[src/include/bdx_pkg.sv]
package bdx_pkg;

    // Bus geometry and register byte offsets.
    localparam int unsigned DATA_W = 32;
    localparam int unsigned PADDR_W = 8;
    localparam logic [7:0] OFS_CTRL = 8'h00;
    localparam logic [7:0] OFS_WORK = 8'h04;
    localparam logic [7:0] OFS_FLAGS = 8'h08;
    localparam logic [7:0] OFS_BANK = 8'h0c;
    localparam logic [7:0] OFS_FILE = 8'h10;
    localparam logic [7:0] OFS_INDEX = 8'h14;
    localparam logic [7:0] OFS_INSTR = 8'h18;
    localparam logic [7:0] OFS_STAT = 8'h1c;
    localparam logic [7:0] OFS_ADDR = 8'h20;

    // Quarter phases of one instruction cycle.
    localparam logic [1:0] Q_DECODE = 2'h0;
    localparam logic [1:0] Q_READ = 2'h1;
    localparam logic [1:0] Q_PROC = 2'h2;
    localparam logic [1:0] Q_WRITE = 2'h3;

    // Opcode patterns.
    localparam logic [15:0] OP_DECADJ = 16'h0007;
    localparam logic [6:0] OP_CMPLT_HI = 7'h30;
    localparam logic [5:0] OP_DEC_HI = 6'h01;
    localparam int unsigned OP_A_BIT = 8;
    localparam int unsigned OP_D_BIT = 9;

    // Arithmetic and addressing constants.
    localparam logic [3:0] BCD_MAX = 4'h9;
    localparam logic [3:0] BCD_FIX = 4'h6;
    localparam logic [7:0] INDEXED_MAX = 8'h5f;
    localparam logic [7:0] ACCESS_SPLIT = 8'h60;
    localparam logic [5:0] ACCESS_LO_BANK = 6'h00;
    localparam logic [5:0] ACCESS_HI_BANK = 6'h3f;
    localparam logic [7:0] SIGN_ONLY = 8'h80;
    localparam logic [1:0] CTRL_RESET = 2'h1;

    typedef enum logic [1:0] {
        ST_IDLE = 2'b00,
        ST_WAIT = 2'b01,
        ST_EXEC = 2'b10,
        ST_SKIP = 2'b11
    } bdx_state_type;

    typedef struct packed {
        logic n;
        logic overflow;
        logic z;
        logic digit_carry;
        logic c;
    } bdx_flags_type;

    typedef struct packed {
        logic          pready;
        logic          pslverr;
        logic [31:0]   prdata;
        logic [1:0]    q;
        bdx_state_type state;
        logic          ext_en;
        logic [1:0]    next_words;
        logic [7:0]    work_reg;
        bdx_flags_type flags;
        logic [5:0]    bank_sel;
        logic [7:0]    file_data;
        logic [13:0]   idx_base;
        logic [15:0]   opcode;
        logic [7:0]    operand;
        logic [7:0]    result;
        bdx_flags_type res_flags;
        logic          less;
        logic [1:0]    nop_left;
        logic [13:0]   eff_addr;
        logic          skipped;
        logic          file_wr;
        logic          unknown;
    } bdx_core_type;

endpackage

[src/hw/bdx_exec.sv]
// Our own choices: register access over APB and the address map.
`timescale 1ns/1ps
`default_nettype none

// Overview of operation
// - Compare-less skips next when file below W
// - Skipping two-word follower costs three cycles total
// - Skipping three-word follower costs four cycles total
// - No skip: one cycle, no write, continue
// - High nibble plus six if above nine/C
// - Decimal adjust: read W, write W, carry only
// - Decrement file; destination bit picks W or file
// - Decrement one cycle, updates all five flags
// - Access bit zero: access bank, one: bank register
// - Extended set, access zero, f<=95: indexed offset
module bdx_exec (
    input  wire logic        clock,
    input  wire logic        reset,
    input  wire logic        psel,
    input  wire logic        penable,
    input  wire logic        pwrite,
    input  wire logic [7:0]  paddr,
    input  wire logic [31:0] pwdata,
    output logic             pready,
    output logic             pslverr,
    output logic [31:0]      prdata
);

    bdx_pkg::bdx_core_type cur;
    bdx_pkg::bdx_core_type nxt;
    logic                  acc;
    logic                  idle;
    logic                  is_cmp;
    logic                  is_adj;
    logic                  is_dec;
    logic [7:0]            f_sel;
    logic                  lo_fix;
    logic                  hi_fix;
    logic [8:0]            sum_lo;
    logic [8:0]            sum_hi;
    logic [7:0]            dec_val;

    assign pready = cur.pready;
    assign pslverr = cur.pslverr;
    assign prdata = cur.prdata;

    // Next-state logic for the bus slave, the phase divider and execution.
    always_comb begin
        nxt = cur;
        acc = psel & penable & ~cur.pready;
        idle = (cur.state == bdx_pkg::ST_IDLE);
        f_sel = cur.opcode[7:0];
        is_cmp = (cur.opcode[15:9] == bdx_pkg::OP_CMPLT_HI);
        is_adj = (cur.opcode == bdx_pkg::OP_DECADJ);
        is_dec = (cur.opcode[15:10] == bdx_pkg::OP_DEC_HI);
        lo_fix = 1'b0;
        hi_fix = 1'b0;
        sum_lo = '0;
        sum_hi = '0;
        dec_val = cur.operand - 8'h01;

        // The quarter counter is the one-in-four enable of the core.
        nxt.q = cur.q + 2'h1;
        nxt.pready = acc;
        nxt.pslverr = 1'b0;

        // Bus writes to registers only land while idle so an instruction sees stable data.
        if (acc) begin
            nxt.prdata = '0;
            case (paddr)
                bdx_pkg::OFS_CTRL: begin
                    nxt.prdata = {29'h0, cur.next_words, cur.ext_en};
                    if (pwrite && idle) begin
                        nxt.ext_en = pwdata[0];
                        nxt.next_words = pwdata[2:1];
                    end
                end
                bdx_pkg::OFS_WORK: begin
                    nxt.prdata = {24'h0, cur.work_reg};
                    if (pwrite && idle) nxt.work_reg = pwdata[7:0];
                end
                bdx_pkg::OFS_FLAGS: begin
                    nxt.prdata = {27'h0, cur.flags};
                    if (pwrite && idle) nxt.flags = pwdata[4:0];
                end
                bdx_pkg::OFS_BANK: begin
                    nxt.prdata = {26'h0, cur.bank_sel};
                    if (pwrite && idle) nxt.bank_sel = pwdata[5:0];
                end
                bdx_pkg::OFS_FILE: begin
                    nxt.prdata = {24'h0, cur.file_data};
                    if (pwrite && idle) nxt.file_data = pwdata[7:0];
                end
                bdx_pkg::OFS_INDEX: begin
                    nxt.prdata = {18'h0, cur.idx_base};
                    if (pwrite && idle) nxt.idx_base = pwdata[13:0];
                end
                bdx_pkg::OFS_INSTR: begin
                    nxt.prdata = {16'h0, cur.opcode};
                    if (pwrite && idle) begin
                        nxt.opcode = pwdata[15:0];
                        nxt.state = bdx_pkg::ST_WAIT;
                        nxt.skipped = 1'b0;
                        nxt.file_wr = 1'b0;
                        nxt.unknown = 1'b0;
                    end
                end
                bdx_pkg::OFS_STAT: begin
                    nxt.prdata = {28'h0, cur.unknown, cur.file_wr,
                                  cur.skipped, ~idle};
                end
                bdx_pkg::OFS_ADDR: begin
                    nxt.prdata = {18'h0, cur.eff_addr};
                end
                default: nxt.pslverr = 1'b1;
            endcase
        end

        // Packed BCD correction, carried as two byte-wide additions.
        lo_fix = (cur.operand[3:0] > bdx_pkg::BCD_MAX)
               | cur.flags.digit_carry;
        sum_lo = {1'b0, cur.operand}
               + (lo_fix ? {5'h0, bdx_pkg::BCD_FIX} : 9'h000);
        hi_fix = (({1'b0, cur.operand[7:4]} + {4'h0, cur.flags.digit_carry})
                 > {1'b0, bdx_pkg::BCD_MAX}) | cur.flags.c;
        sum_hi = sum_lo
               + (hi_fix ? {1'b0, bdx_pkg::BCD_FIX, 4'h0} : 9'h000);

        unique case (cur.state)
            bdx_pkg::ST_IDLE: begin
            end
            // A new instruction starts on the next decode quarter.
            bdx_pkg::ST_WAIT: begin
                if (cur.q == bdx_pkg::Q_WRITE) nxt.state = bdx_pkg::ST_EXEC;
            end
            bdx_pkg::ST_EXEC: begin
                case (cur.q)
                    // Decode resolves the operand address.
                    bdx_pkg::Q_DECODE: begin
                        if (!cur.opcode[bdx_pkg::OP_A_BIT]) begin
                            if (cur.ext_en && f_sel <= bdx_pkg::INDEXED_MAX)
                                nxt.eff_addr = cur.idx_base
                                             + {6'h00, f_sel};
                            else if (f_sel < bdx_pkg::ACCESS_SPLIT)
                                nxt.eff_addr = {bdx_pkg::ACCESS_LO_BANK,
                                                f_sel};
                            else
                                nxt.eff_addr = {bdx_pkg::ACCESS_HI_BANK,
                                                f_sel};
                        end else begin
                            nxt.eff_addr = {cur.bank_sel, f_sel};
                        end
                    end
                    // The adjust reads W, the others the file operand.
                    bdx_pkg::Q_READ: begin
                        nxt.operand = is_adj ? cur.work_reg
                                             : cur.file_data;
                    end
                    bdx_pkg::Q_PROC: begin
                        nxt.less = cur.operand < cur.work_reg;
                        nxt.res_flags = cur.flags;
                        if (is_adj) begin
                            nxt.result = sum_hi[7:0];
                            nxt.res_flags.c = sum_lo[8] | sum_hi[8]
                                            | cur.flags.c;
                        end else begin
                            nxt.result = dec_val;
                            nxt.res_flags.c = (cur.operand != 8'h00);
                            nxt.res_flags.digit_carry
                                = (cur.operand[3:0] != 4'h0);
                            nxt.res_flags.z = (dec_val == 8'h00);
                            nxt.res_flags.n = dec_val[7];
                            nxt.res_flags.overflow = (cur.operand
                                             == bdx_pkg::SIGN_ONLY);
                        end
                    end
                    // Only the write quarter touches stored data.
                    bdx_pkg::Q_WRITE: begin
                        nxt.state = bdx_pkg::ST_IDLE;
                        if (is_adj) begin
                            nxt.work_reg = cur.result;
                            nxt.flags.c = cur.res_flags.c;
                        end else if (is_dec) begin
                            nxt.flags = cur.res_flags;
                            if (cur.opcode[bdx_pkg::OP_D_BIT]) begin
                                nxt.file_data = cur.result;
                                nxt.file_wr = 1'b1;
                            end else begin
                                nxt.work_reg = cur.result;
                            end
                        end else if (is_cmp) begin
                            // Compare writes nothing; it may only skip.
                            if (cur.less) begin
                                nxt.state = bdx_pkg::ST_SKIP;
                                nxt.skipped = 1'b1;
                                nxt.nop_left = (cur.next_words == 2'h0)
                                             ? 2'h1
                                             : cur.next_words;
                            end
                        end else begin
                            nxt.unknown = 1'b1;
                        end
                    end
                    default: begin
                    end
                endcase
            end
            // One idle instruction cycle per word of the discarded follower.
            bdx_pkg::ST_SKIP: begin
                if (cur.q == bdx_pkg::Q_WRITE) begin
                    if (cur.nop_left == 2'h1)
                        nxt.state = bdx_pkg::ST_IDLE;
                    else
                        nxt.nop_left = cur.nop_left - 2'h1;
                end
            end
        endcase
    end

    // The whole state registers here; reset gives a defined idle core.
    always_ff @(posedge clock) begin
        if (reset) begin
            cur <= '0;
            cur.state <= bdx_pkg::ST_IDLE;
            cur.next_words <= bdx_pkg::CTRL_RESET;
        end else begin
            cur <= nxt;
        end
    end

endmodule // bdx_exec

`default_nettype wire

[config.mk]
export PLATFORM = sky130hd
export DESIGN_NAME = bdx_exec
export DESIGN_NICKNAME = d
export VERILOG_FILES = /design/src/include/bdx_pkg.sv /design/src/hw/bdx_exec.sv
export SDC_FILE = /design/constraint.sdc
export NUM_CORES = 1
export LEC_CHECK = 0
export BUFFER_PORTS_ARGS = -buffer_cell sky130_fd_sc_hd__buf_2
export CORE_ASPECT_RATIO = 1.4
export CORE_MARGIN = 5
export CORE_UTILIZATION = 30
export CTS_BUF_LIST = sky130_fd_sc_hd__clkbuf_4 sky130_fd_sc_hd__clkbuf_8
export DETAILED_ROUTE_END_ITERATION = 12
export PLACE_DENSITY_LB_ADDON = 0.25
export SLEW_MARGIN = 5
export SYNTH_ARGS = -nofsm -noshare
export SYNTH_HDL_FRONTEND = slang
export SYNTH_SLANG_ARGS = --single-unit
[constraint.sdc]
create_clock -name clock -period 5.85 [get_ports clock]
set_input_delay 0.585 -clock clock [delete_from_list [all_inputs] [get_ports clock]]
set_output_delay 0.585 -clock clock [all_outputs]
set_load 0.05 [all_outputs]
==> results.cfg, run 1 <==
[timing]
final_hold_viol_count = 0
hold_ws_ps = 372.8
tns_ps = 0
rsz0062_at_grt = no
slew_viol_final = 0
fmax_mhz = 291.7
post-route-period-util_pct = 58.61
max-slew-margin-rel_pct = 38.54
layout_min_cycle_time_ps = 3428
worst_slew_pin_slew_ps = 912.2
setup_viol = 0
fin_ws_ps = 2422
skew_ps = 14.60

[detailed_routing]
wl_um = 22360
drc_errors = 0
wl_per_cell_um = 18.31
drt_first_iter_violations = 435
drtPass1Iterations = 5
routed_via_density = 5.183
antenna_left = 0
dr_total_vias = 6329

[yosys]
synthArstFlopShare_pct = 0
ys_seq_area_share_pct = 33.77
synth_warnings = 0
syn_inst = 897
synth_ff_type = dfxtp_1
ys_seq_elements = 123
yosysUniqueCellTypes = 78
syn_avg_cell_area_um2 = 8.128
syn_area_um2 = 7291
synth-edff-count = 0

[floorplanning]
core_area_um2 = 23980
die_area_um2 = 27570
num_rows = 67
start_util_pct = 30.41
die_w_um = 141.8
die_h_um = 194.5
ios = 79

[clock_network]
cts.root.buffer_cell = clkbuf_8
path_clk_slew_ps = 80
cts_resized = 0
ctsHoldBuffers = 0
h-tree-depth = 4
cts_tree = yes
postCtsSetupBuffers = 0
numCtsBuffers = 17
clock_latency_ps = 470
clockBufferDepth = 2
cts.sink_count = 123

[grt]
first_global_vias = 6081
grt_overflow_total = 0
grt_pass1_wl_um = 34510
grt_use_total_pct = 16.08
antenna_found_initial = 0
grt_max_degree = 65

[placement]
place_hpwl_um = 16570
placed_cells = 1189
finalWeightedCongestion = 0.8233
portBuffers = 46
place_ws_ps = 2473

[setup_path]
ff2ff_setup_slack_ps = 2420
reg2reg_to = cur[32]
required_ps = 6230
reg2reg_depth = 15
crit_arrival_ps = 3810
cp-end-kind = register
path_max_fanout = 6
r2r_start = cur[33]
setup.worst_path.class = register to register
cp-start-kind = register

[finish]
final_layout_size_suffix_gt1_share_pct = 14.27
area_growth_pct = 8.855
nets = 976
n_antenna_cell = 0
finalNonFillerCells = 1221

[power_and_ir_drop]
powerDensity_nw_per_um2 = 223.9
p_total_mw = 1.777
power_leakage_nw = 3.004
vdd_drop_max_mv = 0.1243

[hold_path]
hold_path_end = cur[56]
hold_depth = 3
hp-start = pwdata[15]
hold_class = input port to register

[run_status]
status = complete, no violations

[flow_run]
maxCapViolCount = 0
==> cell type report <==
type / count / area [um2]
clock buffers: 19 / 261.5
clock inverters: 13 / 168.9
fillers: 2579 / 16040
inverters: 31 / 116.4
multi-input cells: 671 / 4247
flip-flops and latches: 123 / 2462
well taps: 310 / 387.9
repair buffers: 54 / 292.8
==> sequential cells by signal, indices dropped and copies added, names as in the netlist <==
| register | count |
|---|---|
| prdata | 16 |
| pslverr | 1 |
| pready | 1 |
| cur | 105 |
==> layout by cell type, fill, tap and decap left out, types with 7 or more instances in the layout <==
master      count
a211oi_1        8
a211oi_2       16
a21oi_1        81
a221oi_1        9
a22o_1         12
a311oi_1       11
and3_1         10
buf_2          45
buf_4           9
clkbuf_8       19
clkinvlp_4      7
conb_1         16
dfxtp_1       123
ha_1           30
inv_1          31
mux2i_1        31
nand2_1       156
nand2b_1        7
nand3_1        18
nor2_1         79
nor2b_1         8
nor3_1         18
o21ai_0        28
xnor2_1         7
xor2_1         10
==> cell usage after synthesis (6+ instances only) <==
| master | n | area [um2] |
|---|---|---|
| nand2_1 | 156 | 585.6 |
| clkbuf_1 | 29 | 108.9 |
| o21ai_0 | 28 | 140.1 |
| o211ai_1 | 6 | 45.04 |
| mux2i_1 | 31 | 310.3 |
| buf_4 | 34 | 255.2 |
| o22ai_1 | 6 | 37.54 |
| nor3b_1 | 6 | 45.04 |
| dfxtp_1 | 123 | 2462 |
| a211oi_2 | 16 | 200.2 |
| xor2_1 | 10 | 87.58 |
| inv_1 | 31 | 116.4 |
| nor2b_1 | 8 | 50.05 |
| buf_2 | 13 | 65.06 |
| a22o_1 | 12 | 105.1 |
| and2_1 | 6 | 37.54 |
| nor3_1 | 18 | 90.09 |
| a311oi_1 | 11 | 96.34 |
| a21oi_1 | 81 | 405.4 |
| nand2b_1 | 7 | 43.79 |
| a211oi_1 | 8 | 60.06 |
| nand3_1 | 18 | 90.09 |
| ha_1 | 30 | 375.4 |
| a221oi_1 | 9 | 78.83 |
| and3_1 | 10 | 62.56 |
| nor2_1 | 79 | 296.5 |
| xnor2_1 | 7 | 61.31 |
==> metrics by stage <==
stage | util, % | area, um2
floorplan | - | 7347
global placement | 31.31 | 7506
detailed placement | 31.31 | 7506
CTS | 33.10 | 7936
global route | 33.10 | 7936
finish | 33.10 | 7936
==> layer usage <==
| metal | up-vias | global-route usage [%] | share of wire [%] |
|---|---|---|---|
| met5 | - | 0 | 0 |
| met4 | 0 | 7.397 | 4.0 |
| met3 | 40 | 2.827 | 3.8 |
| met2 | 146 | 28.53 | 51 |
| met1 | 3033 | 18.58 | 42 |
| li1 | 3110 | - | - |
==> logic make-up (layout without fill, tap and decap cells) <==
logic type / Yosys count / in the layout / synth area share [%]
other: 1 / 16 / 0.05144
and+or+nand+nor: 344 / 344 / 22.53
DFF: 123 / 123 / 33.77
buffers and inverters: 118 / 117 / 8.838
AOI/OAI and AO/OA: 226 / 226 / 21.61
adders and majority gates: 33 / 33 / 5.972
xor gates and xnor gates: 17 / 17 / 2.042
muxes: 35 / 35 / 5.183
==> worst max-delay path, cell delays in order, from the launching register on <==
cell     delay [ps]
dfxtp_1         460
inv_1           120
ha_1            280
o21ai_0         170
a21o_1          180
ha_1            190
inv_1            60
fa_1            410
nor2_1          150
xor2_1          160
ha_1            190
inv_1            50
fa_1            370
xnor2_1         130
a211o_1         300
a21oi_1         130
==> how the worst max path moves through the flow <==
stage                  from       to  slack, ps  cells after the start
floorplan           cur[33]  cur[32]       2770                     15
global placement    cur[33]  cur[32]       2510                     15
detailed placement  cur[33]  cur[32]       2470                     15
CTS                 cur[33]  cur[32]       2420                     15
global route        cur[33]  cur[32]       2200                     15
finish              cur[33]  cur[32]       2420                     15
==> where the power goes <==
group	switching (mW)	internal, mW	leakage [nW]
combinational	0.0895	0.0234	1.82
clock	0.376	0.444	0.192
sequential	0.00260	0.841	0.992
(Power assumes the default switching activity.)
==> run 2, diff against run 1 <==
- clock period: 5.85 -> 3.45 ns (I/O delays scaled with it)
==> run 2 against run 1 <==
Net effect: non-clock buffer count rose by 10; sequential cell count stayed put; power increased by 66%; routed wire length grew 2.5%; global-route usage up 0.55 points; clock power increased by 61%; worst setup slack got worse by 2200 ps; register-to-register slack lost 2200 ps; maximum frequency is 5.2% higher; design area is 0.58% higher.
==> results.cfg, run 2 (synthesis results as in run 1) <==
[placement]
portBuffers = 46
place_hpwl_um = 17220
finalWeightedCongestion = 0.8432
place_area_um2 = 7581
placed_cells = 1199

[detailed_routing]
drtPass1Iterations = 5
routed_via_density = 5.202
wl_per_cell_um = 18.62
dr_total_vias = 6404
drt_first_iter_violations = 400
wl_um = 22920
antenna_left = 0
drc_errors = 0

[clock_network]
path_clk_slew_ps = 90
ctsHoldBuffers = 0
h-tree-depth = 4
postCtsSetupBuffers = 0
clock_latency_ps = 470
cts.root.buffer_cell = clkbuf_8
cts_tree = yes
numCtsBuffers = 17
cts.sink_count = 123
cts_resized = 0
clockBufferDepth = 2

[timing]
final_hold_viol_count = 0
slew_viol_final = 0
hold_ws_ps = 122.8
post-route-period-util_pct = 94.44
layout_min_cycle_time_ps = 3258
max-slew-margin-rel_pct = 43.45
worst_slew_pin_slew_ps = 839.4
setup_viol = 0
rsz0062_at_grt = no
fmax_mhz = 306.9
tns_ps = 0
skew_ps = 14.97

[grt]
grt_max_degree = 61
grt_use_total_pct = 16.63
antenna_found_initial = 1
grt_pass1_wl_um = 36040
first_global_vias = 6353
grt_overflow_total = 0

[finish]
area_growth_pct = 9.490
largest-register = cur
layout_commonest_cell = nand2_1
largest_register_ffs = 105
finalNonFillerCells = 1231
final_layout_size_suffix_gt1_share_pct = 15.42
final_cell_mix = 156 x nand2_1, 121 x dfxtp_1, 81 x a21oi_1, 79 x nor2_1, 45 x buf_2
nets = 986
nFillCells = 2595
fin_area_um2 = 7983
n_antenna_cell = 0

[setup_path]
setup.worst_path.class = register to register
cp-start-kind = register
path_max_fanout = 6
crit_arrival_ps = 3650
required_ps = 3840
cp-end-kind = register

[run_status]
status = complete, no violations

[power_and_ir_drop]
power_leakage_nw = 3.056
vdd_drop_max_mv = 0.2012
powerDensity_nw_per_um2 = 368.6

[floorplanning]
die_h_um = 194.5
die_w_um = 141.8
core_area_um2 = 23980
die_area_um2 = 27570
num_rows = 67
start_util_pct = 30.41
ios = 79

[flow_run]
maxCapViolCount = 0

[hold_path]
hold_class = input port to register
[run 2: critical path, stage by stage (launching register included)]
cell and delay (ps):
dfxtp_4 390, inv_1 70, ha_1 260, o21ai_0 170, a21o_1 180, ha_1 170
inv_1 50, fa_1 410, nor2_1 150, xor2_1 160, ha_1 180, inv_1 60
fa_1 370, xnor2_1 130, a211o_1 290, a21oi_1 130
[run 2: power by group]
group	switching (mW)	leakage [nW]	internal, mW
Clock	0.666	0.194	0.653
Sequential	0.00430	0.993	1.43
Combinational	0.153	1.87	0.0412
[run 2: worst paths after layout]
path / slack, ps / depth (start not counted) / endpoint / from
hold / removal: 120 / 3 / cur[55] / pwdata[14]
setup / recovery: 190 / 15 / cur[32] / cur[33]
hold reg to reg: 450 / 2 / prdata[6] / prdata[6]
setup reg to reg: 190 / 15 / cur[32] / cur[33]
[run 2: cell type report]
| cell class | instances | area, um2 | area share [%] |
|---|---|---|---|
| Inverter | 31 | 116.4 | 1.458 |
| Multi-Input combinational cell | 671 | 4247 | 53.20 |
| Clock buffer | 17 | 234.0 | 2.931 |
| Clock inverter | 15 | 162.7 | 2.038 |
| Sequential cell | 123 | 2467 | 30.91 |
| Tap cell | 310 | 387.9 | 4.859 |
| Timing Repair Buffer | 64 | 367.9 | 4.608 |
[run 2: routing by layer]
layer	share of wire [%]	track usage [%]	up-vias
li1	-	-	3143
met1	42	19.27	3028
met2	50	28.86	175
met3	3.8	3.024	56
met4	4.8	8.642	2
met5	0.087	0	-
[run 2: per-stage QoR]
stage                     setup slack (ps)  total power, mW  util (%)
after floorplan                      370.5            1.609         -
after global placement               159.6            1.657     31.62
after detailed placement             101.8            1.657     31.62
after CTS                            59.63            2.977     33.27
after global routing                 7.143            3.038     33.30
final                                191.9            2.942     33.30
